File: config.mk
export PLATFORM = sky130hd
export DESIGN_NAME = amt_control
export DESIGN_NICKNAME = d
export VERILOG_FILES = /design/src/verilog/amt_pkg.sv /design/src/verilog/amt_control.sv
export SDC_FILE = /design/constraint.sdc
export NUM_CORES = 1
export LEC_CHECK = 0
export BUFFER_PORTS_ARGS = -buffer_cell sky130_fd_sc_hd__buf_2
export CAP_MARGIN = 25
export CELL_PAD_IN_SITES_DETAIL_PLACEMENT = 1
export CELL_PAD_IN_SITES_GLOBAL_PLACEMENT = 1
export CORE_UTILIZATION = 35
export CTS_BUF_LIST = sky130_fd_sc_hd__clkbuf_4 sky130_fd_sc_hd__clkbuf_8
export DETAILED_ROUTE_END_ITERATION = 6
export PLACE_DENSITY_LB_ADDON = 0.1
export SYNTH_ARGS = -nofsm -noshare
export SYNTH_HDL_FRONTEND = slang
export SYNTH_SLANG_ARGS = --single-unit
File: constraint.sdc
create_clock -name core_clk -period 2.9 [get_ports core_clk]
set_clock_uncertainty 0.2 [all_clocks]
set_input_delay 0.145 -clock core_clk [delete_from_list [all_inputs] [get_ports core_clk]]
set_output_delay 0.145 -clock core_clk [all_outputs]
set_load 0.005 [all_outputs]
File: src/verilog/amt_pkg.sv
// Purpose: shared constants and types for the converter mode and trigger control
// Assumes: APB with 32-bit data, one aligned word per register
// Notes:   all register offsets are byte addresses

package amt_pkg;

  // ==========================================================================
  // register offsets
  localparam logic [7:0] OFF_XFER_COUNT  = 8'h00;
  localparam logic [7:0] OFF_PER_ENABLE  = 8'h04;
  localparam logic [7:0] OFF_MASK_LOW    = 8'h08;
  localparam logic [7:0] OFF_FLAG_LOW    = 8'h0c;
  localparam logic [7:0] OFF_MASK_HIGH   = 8'h10;
  localparam logic [7:0] OFF_FLAG_HIGH   = 8'h14;
  localparam logic [7:0] OFF_MODE_ZERO   = 8'h18;
  localparam logic [7:0] OFF_MODE_ONE    = 8'h1c;
  localparam logic [7:0] OFF_CHANNEL     = 8'h20;
  localparam logic [7:0] OFF_DMA_CTRL    = 8'h24;
  localparam logic [7:0] OFF_DMA_MODE    = 8'h28;
  localparam logic [7:0] OFF_DMA_ADDR    = 8'h2c;
  localparam logic [7:0] OFF_RESULT      = 8'h30;
  localparam logic [7:0] OFF_IRQ_STATUS  = 8'h34;
  localparam logic [7:0] OFF_IRQ_MASK    = 8'h38;

  // ==========================================================================
  // field positions
  localparam int BIT_CLOCK_GATE   = 5;
  localparam int BIT_MASK_LOW     = 2;
  localparam int BIT_MASK_HIGH    = 0;
  localparam int BIT_START        = 7;
  localparam int BIT_SCAN_MODE    = 6;
  localparam int BIT_REPEAT       = 5;
  localparam int BIT_DMA_ENABLE   = 7;
  localparam int BIT_DMA_PENDING  = 0;
  localparam int BIT_IRQ_CONV     = 0;
  localparam int BIT_IRQ_DMA      = 1;

  // ==========================================================================
  // reset values and codes
  localparam logic [7:0]  RST_MASK        = 8'hff;
  localparam logic [7:0]  RST_BYTE        = 8'h00;
  localparam logic [15:0] RST_WORD        = 16'h0000;
  localparam logic [3:0]  DMA_SRC_CONV    = 4'h1;
  localparam logic [1:0]  TRIG_SRC_NONE   = 2'h0;
  localparam logic [1:0]  TRIG_SRC_TIMER  = 2'h1;
  localparam logic [1:0]  TRIG_SRC_RTC    = 2'h2;
  localparam logic [1:0]  TRIG_SRC_ITV    = 2'h3;
  localparam logic [1:0]  TRIG_HW_WAIT    = 2'h3;
  localparam logic [1:0]  VMODE_STD1      = 2'h0;
  localparam logic [4:0]  PERIODS_STD1    = 5'h13;
  localparam logic [4:0]  PERIODS_STD2    = 5'h11;
  localparam logic [1:0]  LAST_SLOT       = 2'h3;
  localparam logic [15:0] ADDR_STEP       = 16'h0002;

  typedef enum logic [1:0] {
    ST_IDLE,
    ST_WAIT_TRIG,
    ST_CONVERT
  } amt_state_t;

  typedef struct packed {
    logic        valid;
    logic [15:0] addr;
    logic [15:0] data;
  } amt_ram_wr_t;

endpackage

File: src/verilog/amt_control.sv
// Purpose: converter mode, trigger, interrupt flag and DMA transfer control
// Assumes: single clock core_clk at 40 MHz, synchronous inputs
// Notes:   analog front end is modelled by sampled input words

`timescale 1ns/10ps

// Operation
// - clock gate bit 5 stops converter
// - mask bit zero passes, one blocks
// - request flag reads one when raised
// - 30-pin parts use high registers bit 0
// - mode bit 6 selects select or scan
// - frequency field divides fCLK per table
// - voltage mode gives 19 or 17 periods
// - trigger source field picks hardware event
// - repeat bit: zero sequential, one one-shot
// - trigger mode: software, no-wait, wait
// - start source 0001 uses conversion end
// - enabled pending channel waits for trigger
// - scan from channel value through slot 3
module amt_control
  import amt_pkg::*;
#(
  parameter int          RES_BITS = 10,
  parameter int          CHANNELS = 4,
  parameter logic        PINS_30  = 1'b0
) (
  // clock and reset
  input  wire logic                               core_clk,
  input  wire logic                               resetn,
  // apb slave
  input  wire logic                               psel,
  input  wire logic                               penable,
  input  wire logic                               pwrite,
  input  wire logic [7:0]                         paddr,
  input  wire logic [31:0]                        pwdata,
  output logic                                    pready,
  output logic                                    pslverr,
  output logic [31:0]                             prdata,
  // analog samples and hardware triggers
  input  wire logic [CHANNELS-1:0][RES_BITS-1:0]  analogInput,
  input  wire logic                               timerCh1Event,
  input  wire logic                               rtcEvent,
  input  wire logic                               intervalTimerEvent,
  // converter status
  output logic                                    converterClockGate,
  output logic                                    conversionEndEvent,
  output logic                                    convEndIrq,
  output logic [1:0]                              activeChannel,
  // dma ram port and interrupts
  output amt_ram_wr_t                             ramWrite,
  output logic                                    dmaEndEvent,
  output logic                                    irq
);

  // ==========================================================================
  // registers
  logic [15:0] dmaTransferCount;
  logic [7:0]  perEnable, maskLow, flagLow, maskHigh, flagHigh;
  logic [7:0]  modeZero, modeOne, inputChannel, dmaCtrl, dmaMode;
  logic [15:0] dmaRamAddr, result;
  logic [1:0]  irqStatus, irqMask;
  amt_state_t  state;
  logic [6:0]  prescale;
  logic [4:0]  periodCount;
  logic [1:0]  slot;
  logic        clearStart;

  logic        wrEn, hwEvent, gateOn, runOk, tick, convDone, dmaGo;
  logic [6:0]  divisor;
  logic [4:0]  periods;

  assign wrEn   = psel && penable && pwrite && !pready;
  assign gateOn = perEnable[BIT_CLOCK_GATE];
  assign runOk  = gateOn && modeZero[BIT_START];
  assign dmaGo  = conversionEndEvent && dmaCtrl[BIT_DMA_ENABLE] &&
                  dmaCtrl[BIT_DMA_PENDING] && (dmaMode[3:0] == DMA_SRC_CONV);

  // ==========================================================================
  // conversion clock and length
  always_comb begin
    case (modeZero[5:3])
      3'h0:    divisor = 7'h40;
      3'h1:    divisor = 7'h20;
      3'h2:    divisor = 7'h10;
      3'h3:    divisor = 7'h08;
      3'h4:    divisor = 7'h06;
      3'h5:    divisor = 7'h05;
      3'h6:    divisor = 7'h04;
      default: divisor = 7'h02;
    endcase
    // standard 2 is shorter; prohibited fCLK combinations are left to software
    periods = (modeZero[2:1] == VMODE_STD1) ? PERIODS_STD1 : PERIODS_STD2;
    case (modeOne[1:0])
      TRIG_SRC_TIMER: hwEvent = timerCh1Event;
      TRIG_SRC_RTC:   hwEvent = rtcEvent;
      TRIG_SRC_ITV:   hwEvent = intervalTimerEvent;
      default:        hwEvent = 1'b0;
    endcase
  end

  assign tick     = (state == ST_CONVERT) && (prescale == divisor - 7'h01);
  assign convDone = tick && (periodCount == periods - 5'h01);

  always_ff @(posedge core_clk) begin
    if (!resetn || state != ST_CONVERT || convDone) begin
      prescale    <= 7'h00;
      periodCount <= 5'h00;
    end else if (tick) begin
      prescale    <= 7'h00;
      periodCount <= periodCount + 5'h01;
    end else begin
      prescale    <= prescale + 7'h01;
    end
  end

  // ==========================================================================
  // conversion sequencer
  always_ff @(posedge core_clk) begin
    if (!resetn) begin
      state      <= ST_IDLE;
      slot       <= 2'h0;
      clearStart <= 1'b0;
    end else begin
      clearStart <= 1'b0;
      if (!runOk || clearStart) begin
        state <= ST_IDLE;
        slot  <= inputChannel[1:0];
      end else begin
        case (state)
          ST_IDLE: begin
            slot  <= inputChannel[1:0];
            state <= modeOne[7] ? ST_WAIT_TRIG : ST_CONVERT;
          end
          ST_WAIT_TRIG: begin
            if (hwEvent) begin
              state <= ST_CONVERT;
            end
          end
          default: begin
            if (convDone) begin
              if (modeZero[BIT_SCAN_MODE] && slot != LAST_SLOT) begin
                slot <= slot + 2'h1;
              end else begin
                slot <= inputChannel[1:0];
                if (modeOne[BIT_REPEAT]) begin
                  // one-shot: software mode stops, hardware modes rearm
                  state      <= modeOne[7] ? ST_WAIT_TRIG : ST_IDLE;
                  clearStart <= !modeOne[7];
                end else if (modeOne[7:6] == TRIG_HW_WAIT) begin
                  state <= ST_WAIT_TRIG;
                end
              end
            end
          end
        endcase
      end
    end
  end

  // ==========================================================================
  // result capture and event outputs
  always_ff @(posedge core_clk) begin
    if (!resetn) begin
      result             <= RST_WORD;
      conversionEndEvent <= 1'b0;
      activeChannel      <= 2'h0;
      converterClockGate <= 1'b0;
    end else begin
      conversionEndEvent <= convDone;
      activeChannel      <= slot;
      converterClockGate <= gateOn;
      if (convDone) begin
        result <= 16'(analogInput[slot]);
      end
    end
  end

  // ==========================================================================
  // dma channel
  always_ff @(posedge core_clk) begin
    if (!resetn) begin
      ramWrite    <= '0;
      dmaEndEvent <= 1'b0;
      dmaRamAddr  <= RST_WORD;
      dmaCtrl     <= RST_BYTE;
      dmaTransferCount <= RST_WORD;
    end else begin
      ramWrite.valid <= dmaGo;
      dmaEndEvent    <= dmaGo && (dmaTransferCount == 16'h0001);
      if (dmaGo) begin
        ramWrite.addr <= dmaRamAddr;
        ramWrite.data <= result;
      end
      // software writes win over the address and count step: reload is deliberate; the pending clear wins over a control write
      if (wrEn && paddr == OFF_DMA_ADDR) begin
        dmaRamAddr <= pwdata[15:0];
      end else if (dmaGo) begin
        dmaRamAddr <= dmaRamAddr + ADDR_STEP;
      end
      if (wrEn && paddr == OFF_XFER_COUNT) begin
        dmaTransferCount <= pwdata[15:0];
      end else if (dmaGo) begin
        dmaTransferCount <= dmaTransferCount - 16'h0001;
      end
      if (dmaGo && dmaTransferCount == 16'h0001) begin
        dmaCtrl[BIT_DMA_PENDING] <= 1'b0;
      end else if (wrEn && paddr == OFF_DMA_CTRL) begin
        dmaCtrl <= pwdata[7:0] & 8'h81;
      end
    end
  end

  // ==========================================================================
  // control and flag registers
  always_ff @(posedge core_clk) begin
    if (!resetn) begin
      perEnable <= RST_BYTE;
      maskLow <= RST_MASK;
      maskHigh <= RST_MASK;
      flagLow <= RST_BYTE;
      flagHigh <= RST_BYTE;
      modeZero <= RST_BYTE;
      modeOne <= RST_BYTE;
      inputChannel <= RST_BYTE;
      dmaMode <= RST_BYTE;
      irqMask <= 2'h0;
      irqStatus <= 2'h0;
    end else begin
      if (wrEn && paddr == OFF_PER_ENABLE) perEnable <= pwdata[7:0];
      if (wrEn && paddr == OFF_MASK_LOW) maskLow <= pwdata[7:0];
      if (wrEn && paddr == OFF_MASK_HIGH) maskHigh <= pwdata[7:0];
      if (wrEn && paddr == OFF_MODE_ONE) modeOne <= pwdata[7:0];
      if (wrEn && paddr == OFF_CHANNEL) inputChannel <= pwdata[7:0];
      if (wrEn && paddr == OFF_DMA_MODE) dmaMode <= pwdata[7:0];
      if (wrEn && paddr == OFF_IRQ_MASK) irqMask <= pwdata[1:0];
      if (wrEn && paddr == OFF_MODE_ZERO) begin
        modeZero <= pwdata[7:0];
      end else if (clearStart) begin
        modeZero[BIT_START] <= 1'b0;
      end
      if (wrEn && paddr == OFF_FLAG_LOW) flagLow <= pwdata[7:0];
      if (wrEn && paddr == OFF_FLAG_HIGH) flagHigh <= pwdata[7:0];
      // a set in the same cycle as a software clear is kept
      if (conversionEndEvent) begin
        if (PINS_30) flagHigh[BIT_MASK_HIGH] <= 1'b1;
        else flagLow[BIT_MASK_LOW] <= 1'b1;
      end
      irqStatus <= (wrEn && paddr == OFF_IRQ_STATUS) ? irqStatus & ~pwdata[1:0] : irqStatus;
      if (conversionEndEvent) irqStatus[BIT_IRQ_CONV] <= 1'b1;
      if (dmaEndEvent) irqStatus[BIT_IRQ_DMA] <= 1'b1;
    end
  end

  // ==========================================================================
  // interrupt outputs
  always_ff @(posedge core_clk) begin
    if (!resetn) begin
      convEndIrq <= 1'b0;
      irq        <= 1'b0;
    end else begin
      convEndIrq <= PINS_30 ? (flagHigh[BIT_MASK_HIGH] && !maskHigh[BIT_MASK_HIGH])
                            : (flagLow[BIT_MASK_LOW] && !maskLow[BIT_MASK_LOW]);
      irq        <= |(irqStatus & irqMask);
    end
  end

  // ==========================================================================
  // apb read and answer
  always_ff @(posedge core_clk) begin
    if (!resetn) begin
      pready  <= 1'b0;
      pslverr <= 1'b0;
      prdata  <= 32'h0000_0000;
    end else begin
      pready  <= psel && penable && !pready;
      pslverr <= 1'b0;
      prdata  <= 32'h0000_0000;
      if (psel && penable && !pready) begin
        if (paddr == OFF_XFER_COUNT) prdata <= {16'h0000, dmaTransferCount};
        else if (paddr == OFF_PER_ENABLE) prdata <= {24'h000000, perEnable};
        else if (paddr == OFF_MASK_LOW) prdata <= {24'h000000, maskLow};
        else if (paddr == OFF_FLAG_LOW) prdata <= {24'h000000, flagLow};
        else if (paddr == OFF_MASK_HIGH) prdata <= {24'h000000, maskHigh};
        else if (paddr == OFF_FLAG_HIGH) prdata <= {24'h000000, flagHigh};
        else if (paddr == OFF_MODE_ZERO) prdata <= {24'h000000, modeZero};
        else if (paddr == OFF_MODE_ONE) prdata <= {24'h000000, modeOne};
        else if (paddr == OFF_CHANNEL) prdata <= {24'h000000, inputChannel};
        else if (paddr == OFF_DMA_CTRL) prdata <= {24'h000000, dmaCtrl};
        else if (paddr == OFF_DMA_MODE) prdata <= {24'h000000, dmaMode};
        else if (paddr == OFF_DMA_ADDR) prdata <= {16'h0000, dmaRamAddr};
        else if (paddr == OFF_RESULT) prdata <= {16'h0000, result};
        else if (paddr == OFF_IRQ_STATUS) prdata <= {30'h0, irqStatus};
        else if (paddr == OFF_IRQ_MASK) prdata <= {30'h0, irqMask};
        else pslverr <= 1'b1;
      end
    end
  end

  logic [10:0] convCycles;
  always_ff @(posedge core_clk) begin
    convCycles <= (!resetn || state != ST_CONVERT || convDone) ? 11'h000 : convCycles + 11'h001;
  end
endmodule

Yosys cells after proc, flatten, opt, wreduce, memory -nomap -nowiden
Index checks and enable logic that the tools add are counted.
{ "classes": {"reduce_logical": 58, "n_eq_ne": 35, "n_mux": 44, "magnitude_cmp": 1, "addsub": 7, "n_bitwise": 8} }
{ "op_table": {"columns": ["op", "count"], "rows": [
  ["two-way mux 16 bit", 16],
  ["== test 8 x 6 -> 1 bit, second input constant", 7],
  ["case mux 7 bit (7 select lines)", 1],
  ["== test 8 x 5 -> 1 bit, second input constant", 4],
  ["logical AND 1 bit", 27],
  ["two-way mux 2 bit", 13],
  ["binary-select mux 10 bit (select 2 bit)", 1],
  ["two-way mux 10 bit", 2],
  ["adder 16 x 2 -> 16 bit, second input constant", 1],
  ["== test 16 x 1 -> 1 bit, second input constant", 1],
  ["== test 8 x 4 -> 1 bit, second input constant", 2],
  ["OR reduction 16 bit", 1],
  ["subtractor 16 x 1 -> 16 bit, second input constant", 1],
  ["nonzero test 2 bit", 6],
  ["== test 3 bit, second input constant", 3],
  ["== test 2 bit, second input constant", 4],
  ["== test 8 x 3 -> 1 bit, second input constant", 1],
  ["logical NOT 8 bit", 1],
  ["inequality test 2 bit, second input constant", 4],
  ["case mux 2 bit (2 select lines)", 2],
  ["OR reduction 2 bit", 4],
  ["adder 7 x 1 -> 7 bit, second input constant", 1],
  ["== test 7 bit", 1],
  ["two-way mux 1 bit", 7],
  ["other kinds (25)", 42]
]} }
{ "word_totals": {"out_inout_bits": 74, "regBits": 205, "word_cells": 190, "in_bits": 88} }

Logic depth before layout (Yosys ltp)
{ "logic_depth": {"word_depth": 16, "depth_mapped": 9, "mapped_depth_nobuf": 7} }

Least setup slack after synthesis
OpenSTA, ideal clock, no wires.
{ "synth_path": {"kind": "flip-flop to flip-flop", "start": "register prescale[5]", "end": "register result[8]", "t_required_ns": 2.572, "t_arrival_ns": 1.882, "path_stages_with_launch": 9, "n_path_buf": 2, "setup_ns": 0.128, "slack_ns": 0.690, "period_less_slack_ns": 2.210, "cell_sequence": "dfxtp_1 or3b_1 a21oi_1 o311ai_2 or3_1 buf_2 buf_6 mux2i_1 nor2_1"} }
{ "synth_via": {"elab_chain_cells": 3} }
{ "synth_lines": {"columns": ["element", "line_no", "text"], "rows": [
  ["start: declaration", "amt_control.sv:64", "logic [6:0] prescale;"],
  ["start signal: assignment", "amt_control.sv:113", "prescale <= prescale + 7'h01;"],
  ["== test 7 bit", "amt_control.sv:102", "assign tick = (state == ST_CONVERT) && (prescale == divisor - 7'h01);"],
  ["logical AND 1 bit", "amt_control.sv:102", null],
  ["logical AND 1 bit", "amt_control.sv:103", "assign convDone = tick && (periodCount == periods - 5'h01);"],
  ["end signal: assignment", "amt_control.sv:174", "result <= 16'(analogInput[slot]);"],
  ["end: declaration", "amt_control.sv:61", "logic [15:0] dmaRamAddr, result;"]
]} }
No other way between the ends.
A chain may end at the register's enable or synchronous reset.

Final worst setup path
{ "layout_path": {"start": "input paddr[6]", "end": "register prdata[2]"} }
{ "layout_via": {"elab_chain_cells": 14, "word_cells_on_any_way": 26, "cone_classes": "12 x eq/ne; 13 x mux; 1 x reduce/logical"} }
{ "layout_lines": {"columns": ["element", "line_no", "text"], "rows": [
  ["start: declaration", "amt_control.sv:35", "input wire logic [7:0] paddr,"],
  ["== test 8 x 6 -> 1 bit", "amt_control.sv:292", "else if (paddr == OFF_RESULT) prdata <= {16'h0000, result};"],
  ["two-way mux 10 bit", "amt_control.sv:292", null],
  ["two-way mux 16 bit", "amt_control.sv:291", "else if (paddr == OFF_DMA_ADDR) prdata <= {16'h0000, dmaRamAddr};"],
  ["two-way mux 16 bit", "amt_control.sv:290", "else if (paddr == OFF_DMA_MODE) prdata <= {24'h000000, dmaMode};"],
  ["two-way mux 16 bit", "amt_control.sv:289", "else if (paddr == OFF_DMA_CTRL) prdata <= {24'h000000, dmaCtrl};"],
  ["two-way mux 16 bit", "amt_control.sv:288", "else if (paddr == OFF_CHANNEL) prdata <= {24'h000000, inputChannel};"],
  ["two-way mux 16 bit", "amt_control.sv:287", "else if (paddr == OFF_MODE_ONE) prdata <= {24'h000000, modeOne};"],
  ["two-way mux 16 bit", "amt_control.sv:286", "else if (paddr == OFF_MODE_ZERO) prdata <= {24'h000000, modeZero};"],
  ["two-way mux 16 bit", "amt_control.sv:285", "else if (paddr == OFF_FLAG_HIGH) prdata <= {24'h000000, flagHigh};"],
  ["two-way mux 16 bit", "amt_control.sv:284", "else if (paddr == OFF_MASK_HIGH) prdata <= {24'h000000, maskHigh};"],
  ["two-way mux 16 bit", "amt_control.sv:283", "else if (paddr == OFF_FLAG_LOW) prdata <= {24'h000000, flagLow};"],
  ["two-way mux 16 bit", "amt_control.sv:282", "else if (paddr == OFF_MASK_LOW) prdata <= {24'h000000, maskLow};"],
  ["two-way mux 16 bit", "amt_control.sv:281", "else if (paddr == OFF_PER_ENABLE) prdata <= {24'h000000, perEnable};"],
  ["two-way mux 16 bit *", "amt_control.sv:280", "if (paddr == OFF_XFER_COUNT) prdata <= {16'h0000, dmaTransferCount};"],
  ["end signal: assignment", "amt_control.sv:280", null],
  ["end signal: assignment", "amt_control.sv:281", null],
  ["end signal: assignment", "amt_control.sv:282", null],
  ["end: declaration", "amt_control.sv:39", "output logic [31:0] prdata,"]
]} }
Mark *: on every way between the ends. The rest lies on a longest branch, timed or not.

==> flow_summary.toml <==
[synthesis]
yosys.area.top_type = "dfxtp_1"
synth_ff_type = "dfxtp_1"
synth_edf_count = 0
yosysUniqueCellTypes = 77
ys_top_cells_by_area = "dfxtp_1 (41%), nand2_1 (8.8%), a21oi_1 (7.7%), nand3_1 (5.5%), nor2_1 (2.8%)"
synth.area.mux_share_pct = 4.299
yosysWarningCount = 0
synthCells = 1168
synth-compound-area-share_pct = 18.43
synthAdderAreaFrac_pct = 0.8085
syn_area_per_cell_um2 = 7.950
ys_ff_latch = 189
async_flop_share_pct = 0
yosysSeqAreaShare_pct = 40.75
synth_area_um2 = 9285
ys_top_cells_by_count = "nand2_1 (217), dfxtp_1 (189), a21oi_1 (142)"
yosysTopAreaCellShare_pct = 40.75
synth_top_family_by_area = "simple AND/OR/NAND/NOR gates"
yosys.area_share.simple_pct = 25.54
synth-xor-area-share_pct = 3.679
yosys.cell_count.top_type = "nand2_1"

[finish]
fillers = 3172
drive_gt1_share_pct = 17.45
final_util_pct = 42.48
nNetsFinal = 1401
area_growth_pct = 19.22
n_antenna_cell = 0

[clock_tree]
h-tree-depth = 4
cts_buffer_depth = 2
cts_tree = "yes"
cts_buffers = 17
clock_latency_ns = 0.48
clock_sinks = 189
clk_pin_slew_ns = 0.09
clockRootBuffer = "clkbuf_8"

[floorplanning]
dieWidth_um = 164.9
start_util_pct = 35.63
pin_count = 162
coreArea_um2 = 26060
die-area_um2 = 27180
die_height_um = 164.9
rows = 59

[routing]
wl_per_cell_um = 19.67
drcViolationCount = 0
vias = 8962
routed_wl_um = 32520
drt_first_iter_violations = 637
first_pass_iters = 5
vias_per_cell = 5.422
ant_nets = 0

[grt]
grt_pass1_wl_um = 49670
grt_max_degree = 71
track_usage_pct = 24.28
grt_pass1_vias = 8669
grt_overflow = 0
antenna_found_initial = 0

[critical_path]
worstPathArrival_ns = 2.74
worstSetupEndpointType = "register"
cpMaxStageDelayCell = "or4b_1"
crit_type = "in2reg"
crit_buf_inv = 2
cp_top_family = "simple AND/OR/NAND/NOR gates"
worstSetupStartpointType = "input port"
worstPathMaxFanout = 10
path_cells = "dlygate4sd3_1, buf_2, or4b_1, nor2_2, a22oi_1, o21ai_0, a21oi_1, o221a_2"
worst_path_largest_cell_delay_ns = 0.64
crit_required_ns = 3.06

[timing]
hold_viol = 0
drv_slew = 0
fmax_ghz = 0.3884
worstMarginPinSlew_ns = 0.7900
finalCriticalPeriod_ns = 2.575
rsz0062_at_grt = "no"
fin_setup_tns_ns = 0
post-route-period-util_pct = 88.79
setup_violations = 0
max_slew_margin_pct = 47.33

[placement]
portBuffers = 123
place.gp.congestion = 0.8402
hpwl_um = 22940

[pwr]
p_leak_nw = 4.080
vdd_drop_max_v = 0.0002391
cellPowerDensity_nw_per_um2 = 444.0
p_total_w = 0.004914

[run]
maxCapViolCount = 0

[worst_hold_path]
min_path_type = "in2reg"

[outcome]
status = "finished clean"
[report_power, final]
part / leakage [nW] / internal (W) / switching (W)
clock: 0.206 / 0.000951 / 0.00101
combinational: 2.35 / 0.000128 / 0.000225
sequential: 1.52 / 0.00260 / 0.00000153
[final cells by class]
class / instances / area [µm²] / area share (%)
flip-flops and latches: 189 / 3784 / 34.18
clock inverters: 12 / 186.4 / 1.684
well taps: 335 / 419.2 / 3.787
clock buffers: 18 / 241.5 / 2.182
repair buffers: 210 / 1369 / 12.37
inverters: 17 / 66.31 / 0.5991
multi-input cells: 872 / 5004 / 45.20
[cell usage in the layout, fill, tap and decap left out, types with 14 or more instances in the layout]
cell	instances
o21ai_0	41
a211oi_1	21
dfxtp_1	189
conb_1	22
buf_4	47
clkbuf_8	17
xnor2_1	19
dlygate4sd3_1	40
xor2_1	20
nand2_1	217
a21oi_1	142
a22oi_1	14
nor2_1	69
mux2i_1	14
nand3_1	102
inv_1	15
buf_2	123
[cells by family after synthesis]
group                      Yosys count
adders and majority gates            6
muxes                               26
buffers and inverters              128
other                                1
AOI/OAI and AO/OA                  280
xor gates and xnor gates            39
and+or+nand+nor                    499
DFF                                189
[worst paths after layout]
path | startpoint | to | slack, ns | cells after the start
max | paddr[6] | prdata[2] | 0.33 | 8
min | paddr[0] | prdata[6] | 0.06 | 5
max reg2reg | dmaMode[1] | dmaTransferCount[12] | 0.34 | 6
min reg2reg | maskLow[2] | convEndIrq | 0.25 | 1
[worst min-delay path, delay by kind of cell]
family,cells,cell delay [ns]
AO/OA/AOI/OAI,1,0.06
buffers and inverters,2,0.31
AND/OR/NAND/NOR,2,0.17
[registers in the layout (all words and copies together), names as in the netlist, 5 cells and up]
| signal | cells |
|---|---|
| flagHigh | 8 |
| maskLow | 8 |
| perEnable | 8 |
| inputChannel | 8 |
| maskHigh | 8 |
| modeOne | 8 |
| dmaRamAddr | 16 |
| result | 10 |
| dmaTransferCount | 16 |
| ramWrite | 27 |
| dmaMode | 8 |
| prdata | 16 |
| prescale | 7 |
| modeZero | 8 |
| periodCount | 5 |
| flagLow | 8 |
[layer usage]
layer,vias to the layer above,global-route usage [%],routed length (µm)
li1,4345,-,-
met1,4408,33.99,15790
met2,183,38.92,14930
met3,26,3.390,1338
met4,0,6.297,454
met5,-,0,0
[metrics by stage]
stage | worst slack [ns] | std cells | hold WS [ns] | cell area (µm²)
CTS | 0.3361 | 1653 | 0.03534 | 11070
floorplan | 0.6900 | 1189 | 0.09249 | 9364
detailed placement | 0.3448 | 1583 | 0.2413 | 10240
global placement | 0.3152 | 1583 | 0.2408 | 10240
global route | 0.1117 | 1653 | 0.04793 | 11070
finish | 0.3251 | 1653 | 0.05850 | 11070
[repair_timing]
item | CTS | global route
endpoints found under the hold margin | 118 | 0
hold buffers | 40 | 0
setup buffers | 0 | 0
resized for setup | 0 | 0
Note: power is estimated with default switching activity, not from simulation.
